`src/inc/pcmc_pkg.sv`:
```
// package for the port charging mode controller
package pcmc_pkg;
  localparam int PCMC_PORTS = 4;
  // register offsets
  localparam logic [7:0] PCMC_REG_PWR = 8'h05;
  localparam logic [7:0] PCMC_REG_CHG = 8'h06;
  localparam logic [7:0] PCMC_REG_CFG = 8'h0A;
  localparam logic [7:0] PCMC_REG_SEQ = 8'h25;
  localparam logic [7:0] PCMC_REG_STAT = 8'h30;
  localparam logic [7:0] PCMC_REG_MODE = 8'h31;
  // field positions
  localparam int PCMC_PWR_DIS_N_BIT = 0;
  localparam int PCMC_PWR_GANGED_BIT = 1;
  localparam int PCMC_CFG_POL_BIT = 0;
  localparam int PCMC_CFG_AUTO_DIS_N_BIT = 1;
  localparam int PCMC_CFG_HICUR_BIT = 4;
  localparam int PCMC_SEQ_FULL_BIT = 0;
  localparam int PCMC_SEQ_VND_DIS_N_BIT = 1;
  // reset values
  localparam logic [7:0] PCMC_PWR_RST = 8'h00;
  localparam logic [7:0] PCMC_CFG_RST = 8'h10;
  localparam logic [7:0] PCMC_SEQ_RST = 8'h02;
  // power-off gap between mode changes
  localparam int PCMC_OFF_TIME_NS = 100000;
  localparam int PCMC_CLK_NS = 10;
  localparam int PCMC_OFF_CYCLES = PCMC_OFF_TIME_NS / PCMC_CLK_NS;
  localparam int PCMC_CNT_W = 16;

  typedef enum logic [2:0] {
    PCMC_M_NONE, PCMC_M_CDP, PCMC_M_DCP, PCMC_M_DIV_HI, PCMC_M_DIV_MID,
    PCMC_M_DIV_LO, PCMC_M_VND
  } pcmc_mode_t;

  // per port state
  typedef struct packed {
    pcmc_mode_t mode;
    pcmc_mode_t target;
    logic off;
    logic [PCMC_CNT_W-1:0] cnt;
    logic pwr;
  } pcmc_port_t;

  // register bus signals
  typedef struct packed {
    logic [7:0] addr;
    logic [7:0] wdata;
    logic wr;
    logic rd;
  } pcmc_bus_t;
endpackage

```
`src/verilog/pcmc_ctrl.sv`:
```
// port charging mode controller with power-switch enable sequencing
`timescale 1ns/1ps
module pcmc_ctrl
  import pcmc_pkg::*;
#(
  parameter int OFF_CYCLES = PCMC_OFF_CYCLES
) (
  input wire logic clk,
  input wire logic nrst,
  input wire logic ce,
  input wire logic [7:0] addr,
  input wire logic [7:0] wdata,
  input wire logic wr,
  input wire logic rd,
  output logic [7:0] rdata,
  input wire logic vbus_valid,
  input wire logic upstream_configured,
  input wire logic [PCMC_PORTS-1:0] host_port_power,
  input wire logic upstream_connected,
  input wire logic [PCMC_PORTS-1:0] dp_pullup_detect,
  input wire logic [PCMC_PORTS-1:0] data_voltage_detect,
  input wire logic strap_mode,
  input wire logic [PCMC_PORTS-1:0] charge_enable_strap,
  input wire logic power_enable_polarity_strap,
  input wire logic otp_vendor_disable_n,
  output logic [PCMC_PORTS-1:0] port_power_enable,
  output logic [PCMC_PORTS-1:0] divider_drive,
  output logic [2*PCMC_PORTS-1:0] divider_level,
  output logic [PCMC_PORTS-1:0] per_port_power
);

  typedef struct packed {
    logic [7:0] pwr;
    logic [PCMC_PORTS-1:0] chg;
    logic [7:0] cfg;
    logic [7:0] seq;
    logic [PCMC_PORTS-1:0] strap_chg;
    logic strap_pol;
    logic sampled;
    logic [7:0] rdata;
    pcmc_port_t [PCMC_PORTS-1:0] port;
    logic [PCMC_PORTS-1:0] pen;
    logic [PCMC_PORTS-1:0] ddrv;
    logic [2*PCMC_PORTS-1:0] dlvl;
    logic [PCMC_PORTS-1:0] ppm;
  } pcmc_state_t;

  pcmc_state_t s_reg, s_next;
  pcmc_bus_t bus;

  // effective configuration
  logic [PCMC_PORTS-1:0] chg_en;
  logic auto_en, hicur, full_seq, vnd_en, pol, ganged, sw_en;

  assign bus = '{addr: addr, wdata: wdata, wr: wr, rd: rd};
  // strap mode takes enables from straps and runs every divider
  assign chg_en = strap_mode ? s_reg.strap_chg : s_reg.chg;
  assign auto_en = strap_mode | ~s_reg.cfg[PCMC_CFG_AUTO_DIS_N_BIT];
  assign hicur = strap_mode | s_reg.cfg[PCMC_CFG_HICUR_BIT];
  assign full_seq = strap_mode | s_reg.seq[PCMC_SEQ_FULL_BIT];
  assign vnd_en = strap_mode ? ~otp_vendor_disable_n
                             : ~s_reg.seq[PCMC_SEQ_VND_DIS_N_BIT];
  assign pol = strap_mode ? s_reg.strap_pol
                          : s_reg.cfg[PCMC_CFG_POL_BIT];
  assign sw_en = ~s_reg.pwr[PCMC_PWR_DIS_N_BIT];
  assign ganged = s_reg.pwr[PCMC_PWR_GANGED_BIT];

  // next step of the automatic sequence after a detection
  function automatic pcmc_mode_t next_mode(input pcmc_mode_t m);
    pcmc_mode_t after_div;
    after_div = vnd_en ? PCMC_M_VND : PCMC_M_DCP;
    next_mode = PCMC_M_DCP;
    unique case (m)
      PCMC_M_DIV_HI: next_mode = full_seq ? PCMC_M_DIV_MID : after_div;
      PCMC_M_DIV_MID: next_mode = full_seq ? PCMC_M_DIV_LO : after_div;
      PCMC_M_DIV_LO: next_mode = after_div;
      PCMC_M_VND: next_mode = PCMC_M_DCP;
      default: next_mode = PCMC_M_DCP;
    endcase
  endfunction

  // top divider level depends on the high-current selection
  function automatic pcmc_mode_t top_div();
    top_div = hicur ? PCMC_M_DIV_HI : PCMC_M_DIV_MID;
  endfunction

  // state update: registers, straps and per-port sequencers
  always_comb begin
    pcmc_mode_t want;
    logic detect;
    logic pwr_on;
    logic seq_run;
    want = PCMC_M_NONE;
    seq_run = 1'b0;
    detect = 1'b0;
    pwr_on = 1'b0;
    s_next = s_reg;
    s_next.rdata = 8'h00;
    // straps caught on the first enabled edge after release
    if (!s_reg.sampled) begin
      s_next.sampled = 1'b1;
      s_next.strap_chg = charge_enable_strap;
      s_next.strap_pol = power_enable_polarity_strap;
    end
    if (bus.wr) begin
      unique case (bus.addr)
        PCMC_REG_PWR: s_next.pwr = bus.wdata;
        PCMC_REG_CHG: s_next.chg = bus.wdata[PCMC_PORTS-1:0];
        PCMC_REG_CFG: s_next.cfg = bus.wdata;
        PCMC_REG_SEQ: s_next.seq = bus.wdata;
        default: ;
      endcase
    end
    if (bus.rd) begin
      unique case (bus.addr)
        PCMC_REG_PWR: s_next.rdata = s_reg.pwr;
        PCMC_REG_CHG: s_next.rdata = {4'h0, s_reg.chg};
        PCMC_REG_CFG: s_next.rdata = s_reg.cfg;
        PCMC_REG_SEQ: s_next.rdata = s_reg.seq;
        PCMC_REG_STAT: s_next.rdata = {s_reg.ddrv, s_reg.pen};
        PCMC_REG_MODE: s_next.rdata = {5'h00, s_reg.port[0].mode};
        default: s_next.rdata = 8'h00;
      endcase
    end
    for (int i = 0; i < PCMC_PORTS; i++) begin
      detect = dp_pullup_detect[i];
      seq_run = 1'b0;
      // desired mode when no automatic transition is pending
      if (!chg_en[i]) begin
        want = PCMC_M_NONE;
      end else if (upstream_connected) begin
        // leaving the automatic sequence on connect
        want = (vbus_valid && upstream_configured && host_port_power[i])
               ? PCMC_M_CDP : PCMC_M_NONE;
      end else if (!auto_en) begin
        want = PCMC_M_DCP;
      end else begin
        // automatic sequence, gating via the branch above
        seq_run = 1'b1;
        unique case (s_reg.port[i].target)
          PCMC_M_DIV_HI, PCMC_M_DIV_MID, PCMC_M_DIV_LO, PCMC_M_VND:
            want = detect ? next_mode(s_reg.port[i].target)
                          : s_reg.port[i].target;
          PCMC_M_DCP:
            want = (detect || data_voltage_detect[i])
                   ? top_div() : PCMC_M_DCP;
          default: want = top_div();
        endcase
      end
      // target cleared outside the sequence, so that entering automatic
      // mode always starts again from the top divider level
      s_next.port[i].target = seq_run ? want : PCMC_M_NONE;
      // a mode change drops power for a minimum gap first
      if (want != s_reg.port[i].mode && !s_reg.port[i].off) begin
        s_next.port[i].off = 1'b1;
        s_next.port[i].cnt = '0;
      end else if (s_reg.port[i].off) begin
        if (s_reg.port[i].cnt >= PCMC_CNT_W'(OFF_CYCLES - 1)) begin
          s_next.port[i].off = 1'b0;
          s_next.port[i].mode = want;
        end else begin
          s_next.port[i].cnt = s_reg.port[i].cnt + 1'b1;
        end
      end
      // power on for unconnected charging, otherwise host power (ganged only for non-charging ports)
      pwr_on = !s_next.port[i].off &&
               (chg_en[i] ? (!upstream_connected || host_port_power[i])
                          : (ganged ? |host_port_power
                                    : host_port_power[i]));
      s_next.port[i].pwr = pwr_on & sw_en;
      s_next.pen[i] = (pwr_on & sw_en) ^ ~pol;
      s_next.ppm[i] = chg_en[i] | ~ganged;
      // divider voltage code: 3 high, 2 mid, 1 low, 0 off
      s_next.ddrv[i] = 1'b0;
      s_next.dlvl[2*i +: 2] = 2'b00;
      if (!s_next.port[i].off) begin
        unique case (s_next.port[i].mode)
          PCMC_M_DIV_HI: s_next.dlvl[2*i +: 2] = 2'b11;
          PCMC_M_DIV_MID: s_next.dlvl[2*i +: 2] = 2'b10;
          PCMC_M_DIV_LO: s_next.dlvl[2*i +: 2] = 2'b01;
          default: s_next.dlvl[2*i +: 2] = 2'b00;
        endcase
        s_next.ddrv[i] = s_next.dlvl[2*i +: 2] != 2'b00;
      end
    end
  end

  // state register; clock enable freezes everything except reset
  always_ff @(posedge clk) begin
    if (!nrst) begin
      s_reg <= '0;
      s_reg.pwr <= PCMC_PWR_RST;
      s_reg.cfg <= PCMC_CFG_RST;
      s_reg.seq <= PCMC_SEQ_RST;
      s_reg.pen <= '0;
    end else if (ce) begin
      s_reg <= s_next;
    end
  end

  assign rdata = s_reg.rdata;
  assign port_power_enable = s_reg.pen;
  assign divider_drive = s_reg.ddrv;
  assign divider_level = s_reg.dlvl;
  assign per_port_power = s_reg.ppm;

endmodule // pcmc_ctrl

```
`config.mk`:
```
export PLATFORM = sky130hd
export DESIGN_NAME = pcmc_ctrl
export DESIGN_NICKNAME = d
export VERILOG_FILES = /design/src/inc/pcmc_pkg.sv /design/src/verilog/pcmc_ctrl.sv
export SDC_FILE = /design/constraint.sdc
export NUM_CORES = 1
export LEC_CHECK = 0
export ABC_AREA = 0
export BUFFER_PORTS_ARGS = -buffer_cell sky130_fd_sc_hd__buf_2
export CORE_AREA = 10 10 171 212
export CTS_BUF_LIST = sky130_fd_sc_hd__clkbuf_4 sky130_fd_sc_hd__clkbuf_8 sky130_fd_sc_hd__clkbuf_16
export CTS_CLUSTER_SIZE = 14
export DETAILED_ROUTE_END_ITERATION = 12
export DIE_AREA = 0 0 181 222
export GPL_ROUTABILITY_DRIVEN = 1
export PLACE_DENSITY = 0.46
export SLEW_MARGIN = 20
export SYNTH_ARGS = -nofsm -noshare
export SYNTH_HDL_FRONTEND = slang
export SYNTH_SLANG_ARGS = --single-unit
export TNS_END_PERCENT = 10
```
`constraint.sdc`:
```
create_clock -name clk -period 3.8 [get_ports clk]
set_clock_uncertainty 0.2 [all_clocks]
set_input_delay 0.95 -clock clk [delete_from_list [all_inputs] [get_ports clk]]
set_output_delay 0.95 -clock clk [all_outputs]
set_load 0.01 [all_outputs]
```
==> flow_summary_export.csv, run 1 <==
group,metric,value,unit
logic_synthesis,async_reset_ff_share,0,%
power,ir_worst_vdd,0.296,mV
routing,dr.pass1.iters,5,
grt,grt_max_degree,56,
clock_tree,ctsHoldBuffers,0,
critical_path,critPathKind,"primary input to flop",
placed_design,hpwl,20000,µm
routing,vias,7992,
placed_design,io_buffer_count,70,
sta,max-slew-margin-rel,39.7,%
floorplan,core,31900,µm²
logic_synthesis,synthesis.instances,1077,
floorplan,die_h,222,µm
logic_synthesis,yosysUniqueCellTypes,96,
logic_synthesis,synth_fa_ha_area_share,0.565,%
critical_path,worstPathArrival,3520,ps
floorplan,ios,71,
clock_tree,cts.sinks,154,
layout,final_common_cell,"dfxtp_1",
floorplan,die_area,40200,µm²
floorplan,die_w,181,µm
routing,wl_per_cell,17.1,µm
layout,areaGrowthSynthToFinish,15.7,%
critical_path,crit_chain,"buf_2 > or2_1 > o32ai_1 > mux2_1 > a2111o_1 > a2111oi_4 > a21o_1 > buf_12 > o21ai_1 > a21oi_1",
critical_path,cp_top_family,"compound AO/OA/AOI/OAI gates",
logic_synthesis,yosys_register_bits,154,
sta,finalHoldViolCount,0,
logic_synthesis,ys_warn_count,0,
clock_tree,htreeDepth,4,
routing,route.detailed.drc,0,
sta,holdWs,262,ps
logic_synthesis,syn_area,8860,µm²
routing,via_per_inst,5.13,
clock_tree,clk_pin_slew,60,ps
job,drv_cap,0,
power,intPower,2810,µW
logic_synthesis,synthSimpleGateAreaFrac,26.2,%
clock_tree,cts_inserted_buffers,17,
grt,grt-ovfl-total,0,
critical_path,end_kind,"flop",
power,combinationalPowerShare,10.1,%
grt,grt_pass1_wl,42800,µm
power,p_clk_share,46.1,%
sta,worst_pin_slew,901,ps
layout,largest_register_ffs,125,
power,p_leak,0.00384,µW
sta,slew_viol_final,0,
critical_path,crit_buf_inv,2,
clock_tree,cts_tree,"done",
clock_tree,cts_root_buffer,"clkbuf_16",
layout,final_cell_mix,"dfxtp_1 (154), nor2_1 (144), nand2_1 (84)",
floorplan,row_count,73,
sta,fmax,0.298,GHz
logic_synthesis,synth-edff-count,0,
power,p_per_area,374,nW/µm²
power,switching_share,26.8,%
critical_path,worstPathMaxFanout,22,
routing,wirelength,26700,µm
routing,first_iter_violations,467,
placed_design,routabilityCongestion,0.877,
critical_path,max_stage_delay,400,ps
grt,antenna_found_initial,1,
sta,period_needed,3350,ps
status,status,"finished clean",
clock_tree,postCtsSetupRepairBufs,0,
clock_tree,post_cts_resized,0,
critical_path,crit_required,3970,ps
logic_synthesis,synth_top_family_by_area,"simple AND/OR/NAND/NOR gates",
grt,grt_pass1_vias,7599,
logic_synthesis,avgSynthCellArea,8.23,µm²
logic_synthesis,synth-xor-area-share,3.74,%
power,pwr-share-seq,43.9,%
clock_tree,cts_buffer_depth,2,
floorplan,start_util,27.8,%
sta,setup_viol,0,
clock_tree,insertion_delay,450,ps
worst_hold_path,min_path_type,"flop to flop",
layout,nNetsFinal,1179,
grt,grt_usage,13.1,%
logic_synthesis,synth_ff_type,"dfxtp_1",
routing,drtAntennaViolNets,0,
critical_path,cp_slowest_cell,"o32ai_1",
layout,final_layout_size_suffix_gt1_share,16.3,%
logic_synthesis,ys_seq_area_share,34.8,%
power,p_sw,1030,µW
logic_synthesis,synth_compound_area_share,20.9,%
sta,rsz0062_at_grt,"no",
logic_synthesis,syn-num-nets,1124,
layout,fin_util,32.2,%
sta,period_share,88.2,%
critical_path,start_kind,"primary input",
logic_synthesis,synthMuxAreaShare,7.26,%
sta,finalSetupTns,0,ps
==> stage by stage <==
| stage | setup WS (ps) | cells | area [µm²] | total power, µW |
|---|---|---|---|---|
| after floorplan | 283 | 1077 | 8860 | 1960 |
| after global placement | 50.8 | 1525 | 9640 | 2110 |
| after detailed placement | 6.65 | 1525 | 9640 | 2110 |
| after CTS | 478 | 1557 | 10200 | 3900 |
| after global routing | 304 | 1557 | 10200 | 4000 |
| final | 448 | 1558 | 10200 | 3840 |
==> layer usage <==
metal	routed length, µm	track usage, %
met4	429	4.01
met5	0	0
met3	865	2.76
met1	12600	16.9
met2	12800	21.2
==> Yosys cell counts, types with 5 or more instances <==
library cell / instances / share of area (%)
inv_1: 22 / 0.93
a31oi_1: 8 / 0.56
nor3_1: 21 / 1.2
xnor2_1: 22 / 2.2
o21ai_0: 39 / 2.2
o21a_1: 10 / 0.85
nand4b_1: 5 / 0.49
xor2_1: 14 / 1.4
o22ai_1: 9 / 0.64
or2_2: 7 / 0.49
or3_1: 17 / 1.2
nor2_1: 144 / 6.1
dfxtp_1: 154 / 35
buf_6: 7 / 0.89
mux2i_1: 57 / 6.4
o31ai_1: 12 / 1.0
o32ai_1: 6 / 0.59
nand3_1: 31 / 1.8
nand3b_1: 7 / 0.59
nor4_1: 16 / 1.1
and3_1: 20 / 1.4
a21oi_1: 66 / 3.7
clkbuf_1: 32 / 1.4
nand2_1: 84 / 3.6
buf_1: 8 / 0.34
nor2b_1: 11 / 0.78
nand2b_1: 14 / 0.99
buf_2: 6 / 0.34
or4_1: 10 / 0.85
a21o_1: 8 / 0.68
nor3b_1: 10 / 0.85
buf_4: 29 / 2.5
a211oi_1: 17 / 1.4
a22oi_1: 12 / 1.0
and2_1: 13 / 0.92
nor4b_1: 6 / 0.59
nand4_1: 12 / 0.85
==> layout make-up <==
cell class / instances / area (µm²)
fillers: 3422 / 21600
multi-input cells: 817 / 5200
flip-flops and latches: 154 / 3080
repair buffers: 119 / 756
well taps: 412 / 515
clock buffers: 19 / 453
clock inverters: 13 / 155
inverters: 23 / 86.3
diodes: 1 / 2.50
==> tightest hold or removal path, stage by stage, from the launching register on <==
cell	delay, ps
dfxtp_1	310
nand2_1	60
a21oi_1	50
==> kinds of logic (layout without fill, tap and decap cells) <==
| family | Yosys count | after routing |
|---|---|---|
| fa+ha+maj | 4 | 4 |
| simple gates | 450 | 450 |
| compound gates | 263 | 263 |
| mux | 63 | 63 |
| other cells | 0 | 1 |
| xor+xnor | 37 | 37 |
| flops | 154 | 154 |
| buf+inv | 106 | 174 |
==> worst paths after layout <==
check	endpoint	slack (ps)	start	cells past startpoint
min	rdata[0]$_SDFFE_PN0P_	260	rdata[0]$_SDFFE_PN0P_	2
min reg2reg	rdata[0]$_SDFFE_PN0P_	260	rdata[0]$_SDFFE_PN0P_	2
max	s_reg[102]$_SDFFE_PN0P_	450	strap_mode	10
max reg2reg	s_reg[79]$_SDFFE_PN0P_	560	s_reg[69]$_SDFFE_PN0P_	9
==> power by group through the flow <==
stage | Sequential [µW] | Combinational (µW) | Clock, µW
2_1_floorplan | 1700 | 262 | 0
3_3_place_gp | 1720 | 388 | 0
3_5_place_dp | 1720 | 389 | 0
4_1_cts | 1680 | 391 | 1820
5_1_grt | 1690 | 430 | 1880
6_report | 1680 | 386 | 1770
Power figures use the tool's default switching activity.
==> run 2, diff against run 1 <==
--- a/config.mk
+++ b/config.mk
@@ -13,7 +13,6 @@
 export DETAILED_ROUTE_END_ITERATION = 12
 export DIE_AREA = 0 0 181 222
 export GPL_ROUTABILITY_DRIVEN = 1
-export PLACE_DENSITY = 0.46
 export SLEW_MARGIN = 20
 export SYNTH_ARGS = -nofsm -noshare
 export SYNTH_HDL_FRONTEND = slang
==> flow_summary_export.csv, run 2 (same netlist as run 1, synthesis figures left out) <==
group,metric,value,unit
status,status,"finished clean",
sta,max-slew-margin-rel,46.8,%
grt,grt_pass1_vias,7685,
layout,largest_register_ffs,125,
floorplan,ios,71,
critical_path,end_kind,"flop",
layout,nNetsFinal,1163,
clock_tree,clk_pin_slew,60,ps
clock_tree,cts_inserted_buffers,17,
clock_tree,cts_tree,"done",
routing,vias,8145,
clock_tree,ctsHoldBuffers,0,
clock_tree,cts.sinks,154,
clock_tree,cts_buffer_depth,2,
critical_path,r2r_setup_slack,450,ps
clock_tree,htreeDepth,4,
placed_design,io_buffer_count,70,
critical_path,worstPathArrival,3440,ps
routing,wl_per_cell,16.5,µm
layout,areaGrowthSynthToFinish,14.1,%
floorplan,die_h,222,µm
floorplan,core,31900,µm²
floorplan,row_count,73,
power,ir_worst_vdd,0.315,mV
routing,first_iter_violations,512,
floorplan,die_w,181,µm
grt,grt_max_degree,40,
routing,route.detailed.drc,0,
floorplan,start_util,27.8,%
placed_design,hpwl,18900,µm
sta,setup_viol,0,
layout,antenna_cells,0,
grt,grt_usage,12.3,%
layout,final_layout_size_suffix_gt1_share,15.0,%
power,p_per_area,377,nW/µm²
grt,grt-ovfl-total,0,
sta,rsz0062_at_grt,"no",
routing,drtAntennaViolNets,0,
clock_tree,postCtsSetupRepairBufs,0,
power,p_leak,0.00376,µW
grt,grt_pass1_wl,41100,µm
routing,wirelength,25400,µm
placed_design,routabilityCongestion,0.944,
sta,worst_pin_slew,796,ps
critical_path,critPathKind,"flop to flop",
grt,antenna_found_initial,2,
layout,nFillCells,3358,
job,drv_cap,0,
worst_hold_path,min_path_type,"flop to flop",
sta,fmax,0.298,GHz
critical_path,start_kind,"flop",
power,p_total,3810,µW
sta,period_needed,3350,ps
sta,slew_viol_final,0,
sta,finalHoldViolCount,0,
routing,dr.pass1.iters,5,
clock_tree,post_cts_resized,0,
sta,finalSetupTns,0,ps
floorplan,die_area,40200,µm²
clock_tree,insertion_delay,430,ps
layout,multiInputGateArea,5200,µm²
clock_tree,cts_root_buffer,"clkbuf_16",
layout,area.sequential,3080,µm²
critical_path,worstPathMaxFanout,11,
sta,period_share,88.3,%
layout,final_cell_mix,"dfxtp_1 (154), nor2_1 (144), nand2_1 (84)",
layout,fin_util,31.7,%
layout,final_common_cell,"dfxtp_1",
routing,via_per_inst,5.29,
critical_path,crit_required,3880,ps
## run 2: path summary, 6_finish.rpt
check,depth (start not counted),startpoint,to
max,8,s_reg[73]$_SDFFE_PN0P_,s_reg[77]$_SDFFE_PN0P_
min reg2reg,2,divider_level[3]$_SDFFE_PN0P_,divider_level[3]$_SDFFE_PN0P_
max reg2reg,8,s_reg[73]$_SDFFE_PN0P_,s_reg[77]$_SDFFE_PN0P_
min,2,divider_level[3]$_SDFFE_PN0P_,divider_level[3]$_SDFFE_PN0P_
## run 2: worst max-delay path, cell delays in order (launching register included)
cell      delay, ps
dfxtp_1         350
nor4_1          460
a211oi_1        180
o41ai_2         490
inv_1           220
nor2_1          450
o21ai_2         250
o21ai_0         510
a21oi_1          90
## run 2: report_power, final
group / internal, µW / switching (µW)
Sequential: 1640 / 43.7
Clock: 1050 / 702
Combinational: 142 / 228
## run 2: stage by stage
step / cell area [µm²] / instances / hold WS (ps) / setup WS, ps
global route: 10100 / 1539 / 287 / 172
detailed placement: 9510 / 1509 / 246 / 57.5
floorplan: 8860 / 1077 / 221 / 283
CTS: 10100 / 1539 / 262 / 508
finish: 10100 / 1539 / 254 / 445
global placement: 9510 / 1509 / 238 / 132
## run 2: per-layer routing
| metal | track usage [%] | up-vias | wire length, µm |
|---|---|---|---|
| met4 | 5.13 | 2 | 686 |
| met5 | 0 | - | 13 |
| met1 | 14.9 | 3933 | 11200 |
| met3 | 2.16 | 36 | 1020 |
| met2 | 21.0 | 178 | 12500 |
| li1 | - | 3996 | - |
## run 2: final cells by class
class                      count  area share [%]
clock inverter                12            1.65
inverter                      23           0.854
timing repair buffer         103            6.16
clock buffer                  18            4.34
sequential                   154            30.5
tap                          412            5.10
multi-input combinational    817            51.4
==> run 3, diff against run 2 <==
--- a/config.mk
+++ b/config.mk
@@ -13,6 +13,7 @@
 export DETAILED_ROUTE_END_ITERATION = 12
 export DIE_AREA = 0 0 181 222
 export GPL_ROUTABILITY_DRIVEN = 1
+export GPL_TIMING_DRIVEN = 0
 export SLEW_MARGIN = 20
 export SYNTH_ARGS = -nofsm -noshare
 export SYNTH_HDL_FRONTEND = slang
==> flow_summary_export.csv, run 3 (same netlist as run 1, synthesis figures left out) <==
group,metric,value,unit
status,status,"finished clean",
grt,grt_pass1_wl,45300,µm
layout,antenna_cells,0,
sta,finalSetupTns,0,ps
power,p_leak,0.00386,µW
power,p_per_area,371,nW/µm²
routing,drtAntennaViolNets,0,
sta,max-slew-margin-rel,29.6,%
sta,rsz0062_at_grt,"no",
routing,wirelength,28100,µm
placed_design,postPlaceCellArea,9710,µm²
clock_tree,cts_tree,"done",
sta,fmax,0.275,GHz
sta,setup_viol,0,
layout,fin_util,32.4,%
placed_design,routabilityCongestion,0.915,
grt,antenna_found_initial,2,
routing,dr_wl_met2,13800,µm
placed_design,hpwl,21100,µm
routing,dr.pass1.iters,5,
routing,wl_met1,12000,µm
layout,nNetsFinal,1211,
grt,grt_usage,13.7,%
routing,first_iter_violations,621,
layout,areaGrowthSynthToFinish,16.4,%
grt,grt_max_degree,17,
clock_tree,insertion_delay,440,ps
sta,holdWs,260,ps
clock_tree,cts.sinks,154,
layout,final_common_cell,"dfxtp_1",
worst_hold_path,min_path_type,"flop to flop",
power,ir_worst_vdd,0.311,mV
layout,largest_register_ffs,125,
power,pwr-share-seq,43.9,%
floorplan,ios,71,
clock_tree,htreeDepth,4,
layout,final_area,10300,µm²
power,intPower,2780,µW
critical_path,worstPathMaxFanout,10,
sta,period_needed,3630,ps
sta,finalHoldViolCount,0,
sta,worst_pin_slew,1050,ps
clock_tree,clk_pin_slew,70,ps
power,switching_share,27.4,%
floorplan,row_count,73,
sta,slew_viol_final,0,
critical_path,critPathKind,"primary input to flop",
routing,vias,8387,
routing,met3_length,1250,µm
job,drv_cap,0,
floorplan,die_h,222,µm
floorplan,die_w,181,µm
floorplan,die_area,40200,µm²
clock_tree,cts_inserted_buffers,17,
critical_path,end_kind,"flop",
routing,route.detailed.drc,0,
power,combinationalPowerShare,10.6,%
routing,via_per_inst,5.28,
power,p_sw,1050,µW
grt,grt-ovfl-total,0,
routing,highest_layer,"met5",
floorplan,start_util,27.8,%
critical_path,crit_required,3970,ps
clock_tree,cts_buffer_depth,2,
power,p_clk_share,45.5,%
sta,period_share,95.6,%
critical_path,worstPathArrival,3800,ps
layout,final_cell_mix,"dfxtp_1 (154), nor2_1 (144), nand2_1 (84)",
grt,grt_pass1_vias,8207,
floorplan,core,31900,µm²
critical_path,start_kind,"primary input",
placed_design,io_buffer_count,68,
routing,wl_per_cell,17.7,µm
layout,final_layout_size_suffix_gt1_share,15.3,%
clock_tree,cts_root_buffer,"clkbuf_16",
==> run 3: cell count changes in the layout (fill, tap and decap cells not counted), moves of 2 or more <==
cell / delta
clkbuf_2: +2
inv_8: +2
clkinv_4: -2
buf_12: -2
buf_1: +8
buf_6: +7
clkbuf_1: +30
buf_4: -2
buf_2: +4
==> run 3: critical path, cell delays in order <==
cell,delay (ps)
buf_2,110
buf_6,140
nor2_1,500
o221ai_1,280
a41oi_1,420
xor2_1,180
nor4_4,580
buf_6,220
nor2_1,50
nor2_1,190
a32o_1,180
==> run 3: area by class of cell <==
cell class              count  area [µm²]
multi-input cells         817        5200
fillers                  3388       21600
clock buffers              18         433
repair buffers             68         340
well taps                 412         515
inverters                  23        86.3
clock inverters            14         163
flip-flops and latches    154        3080
plain buffers              83         494
==> run 3: through the flow <==
step	power [µW]	instances	setup WS [ps]
final	3830	1589	169
after global routing	3960	1589	14.1
after CTS	3860	1589	190
after detailed placement	2120	1557	-268
after global placement	2120	1557	-245
after floorplan	1960	1077	283
==> run 3: worst paths after layout <==
check | start | endpoint | slack [ps] | cells past startpoint
max | strap_mode | divider_level[0]$_SDFFE_PN0P_ | 170 | 11
min | divider_level[3]$_SDFFE_PN0P_ | divider_level[3]$_SDFFE_PN0P_ | 260 | 2
max reg2reg | s_reg[130]$_SDFFE_PN0P_ | divider_level[0]$_SDFFE_PN0P_ | 460 | 10
min reg2reg | divider_level[3]$_SDFFE_PN0P_ | divider_level[3]$_SDFFE_PN0P_ | 260 | 2
==> run 3: layer usage <==
layer  vias up  global-route usage (%)
li1       4106                       -
met1      4003                    16.0
met2       222                    23.8
met3        54                    2.25
met4         2                    6.78
met5         -                       0
==> run 3: repair_timing <==
item / in CTS / in global routing
gates resized for setup: 0 / 4
setup buffers: 0 / 0
endpoints found under the setup margin: 0 / 11
hold buffers: 0 / 0
==> run 3: power by group through the flow <==
stage,sequential (µW),clock [µW],combinational (µW)
final,1680,1740,407
after detailed placement,1720,0,403
after global routing,1680,1840,444
after global placement,1720,0,399
after floorplan,1700,0,262
after CTS,1680,1770,405
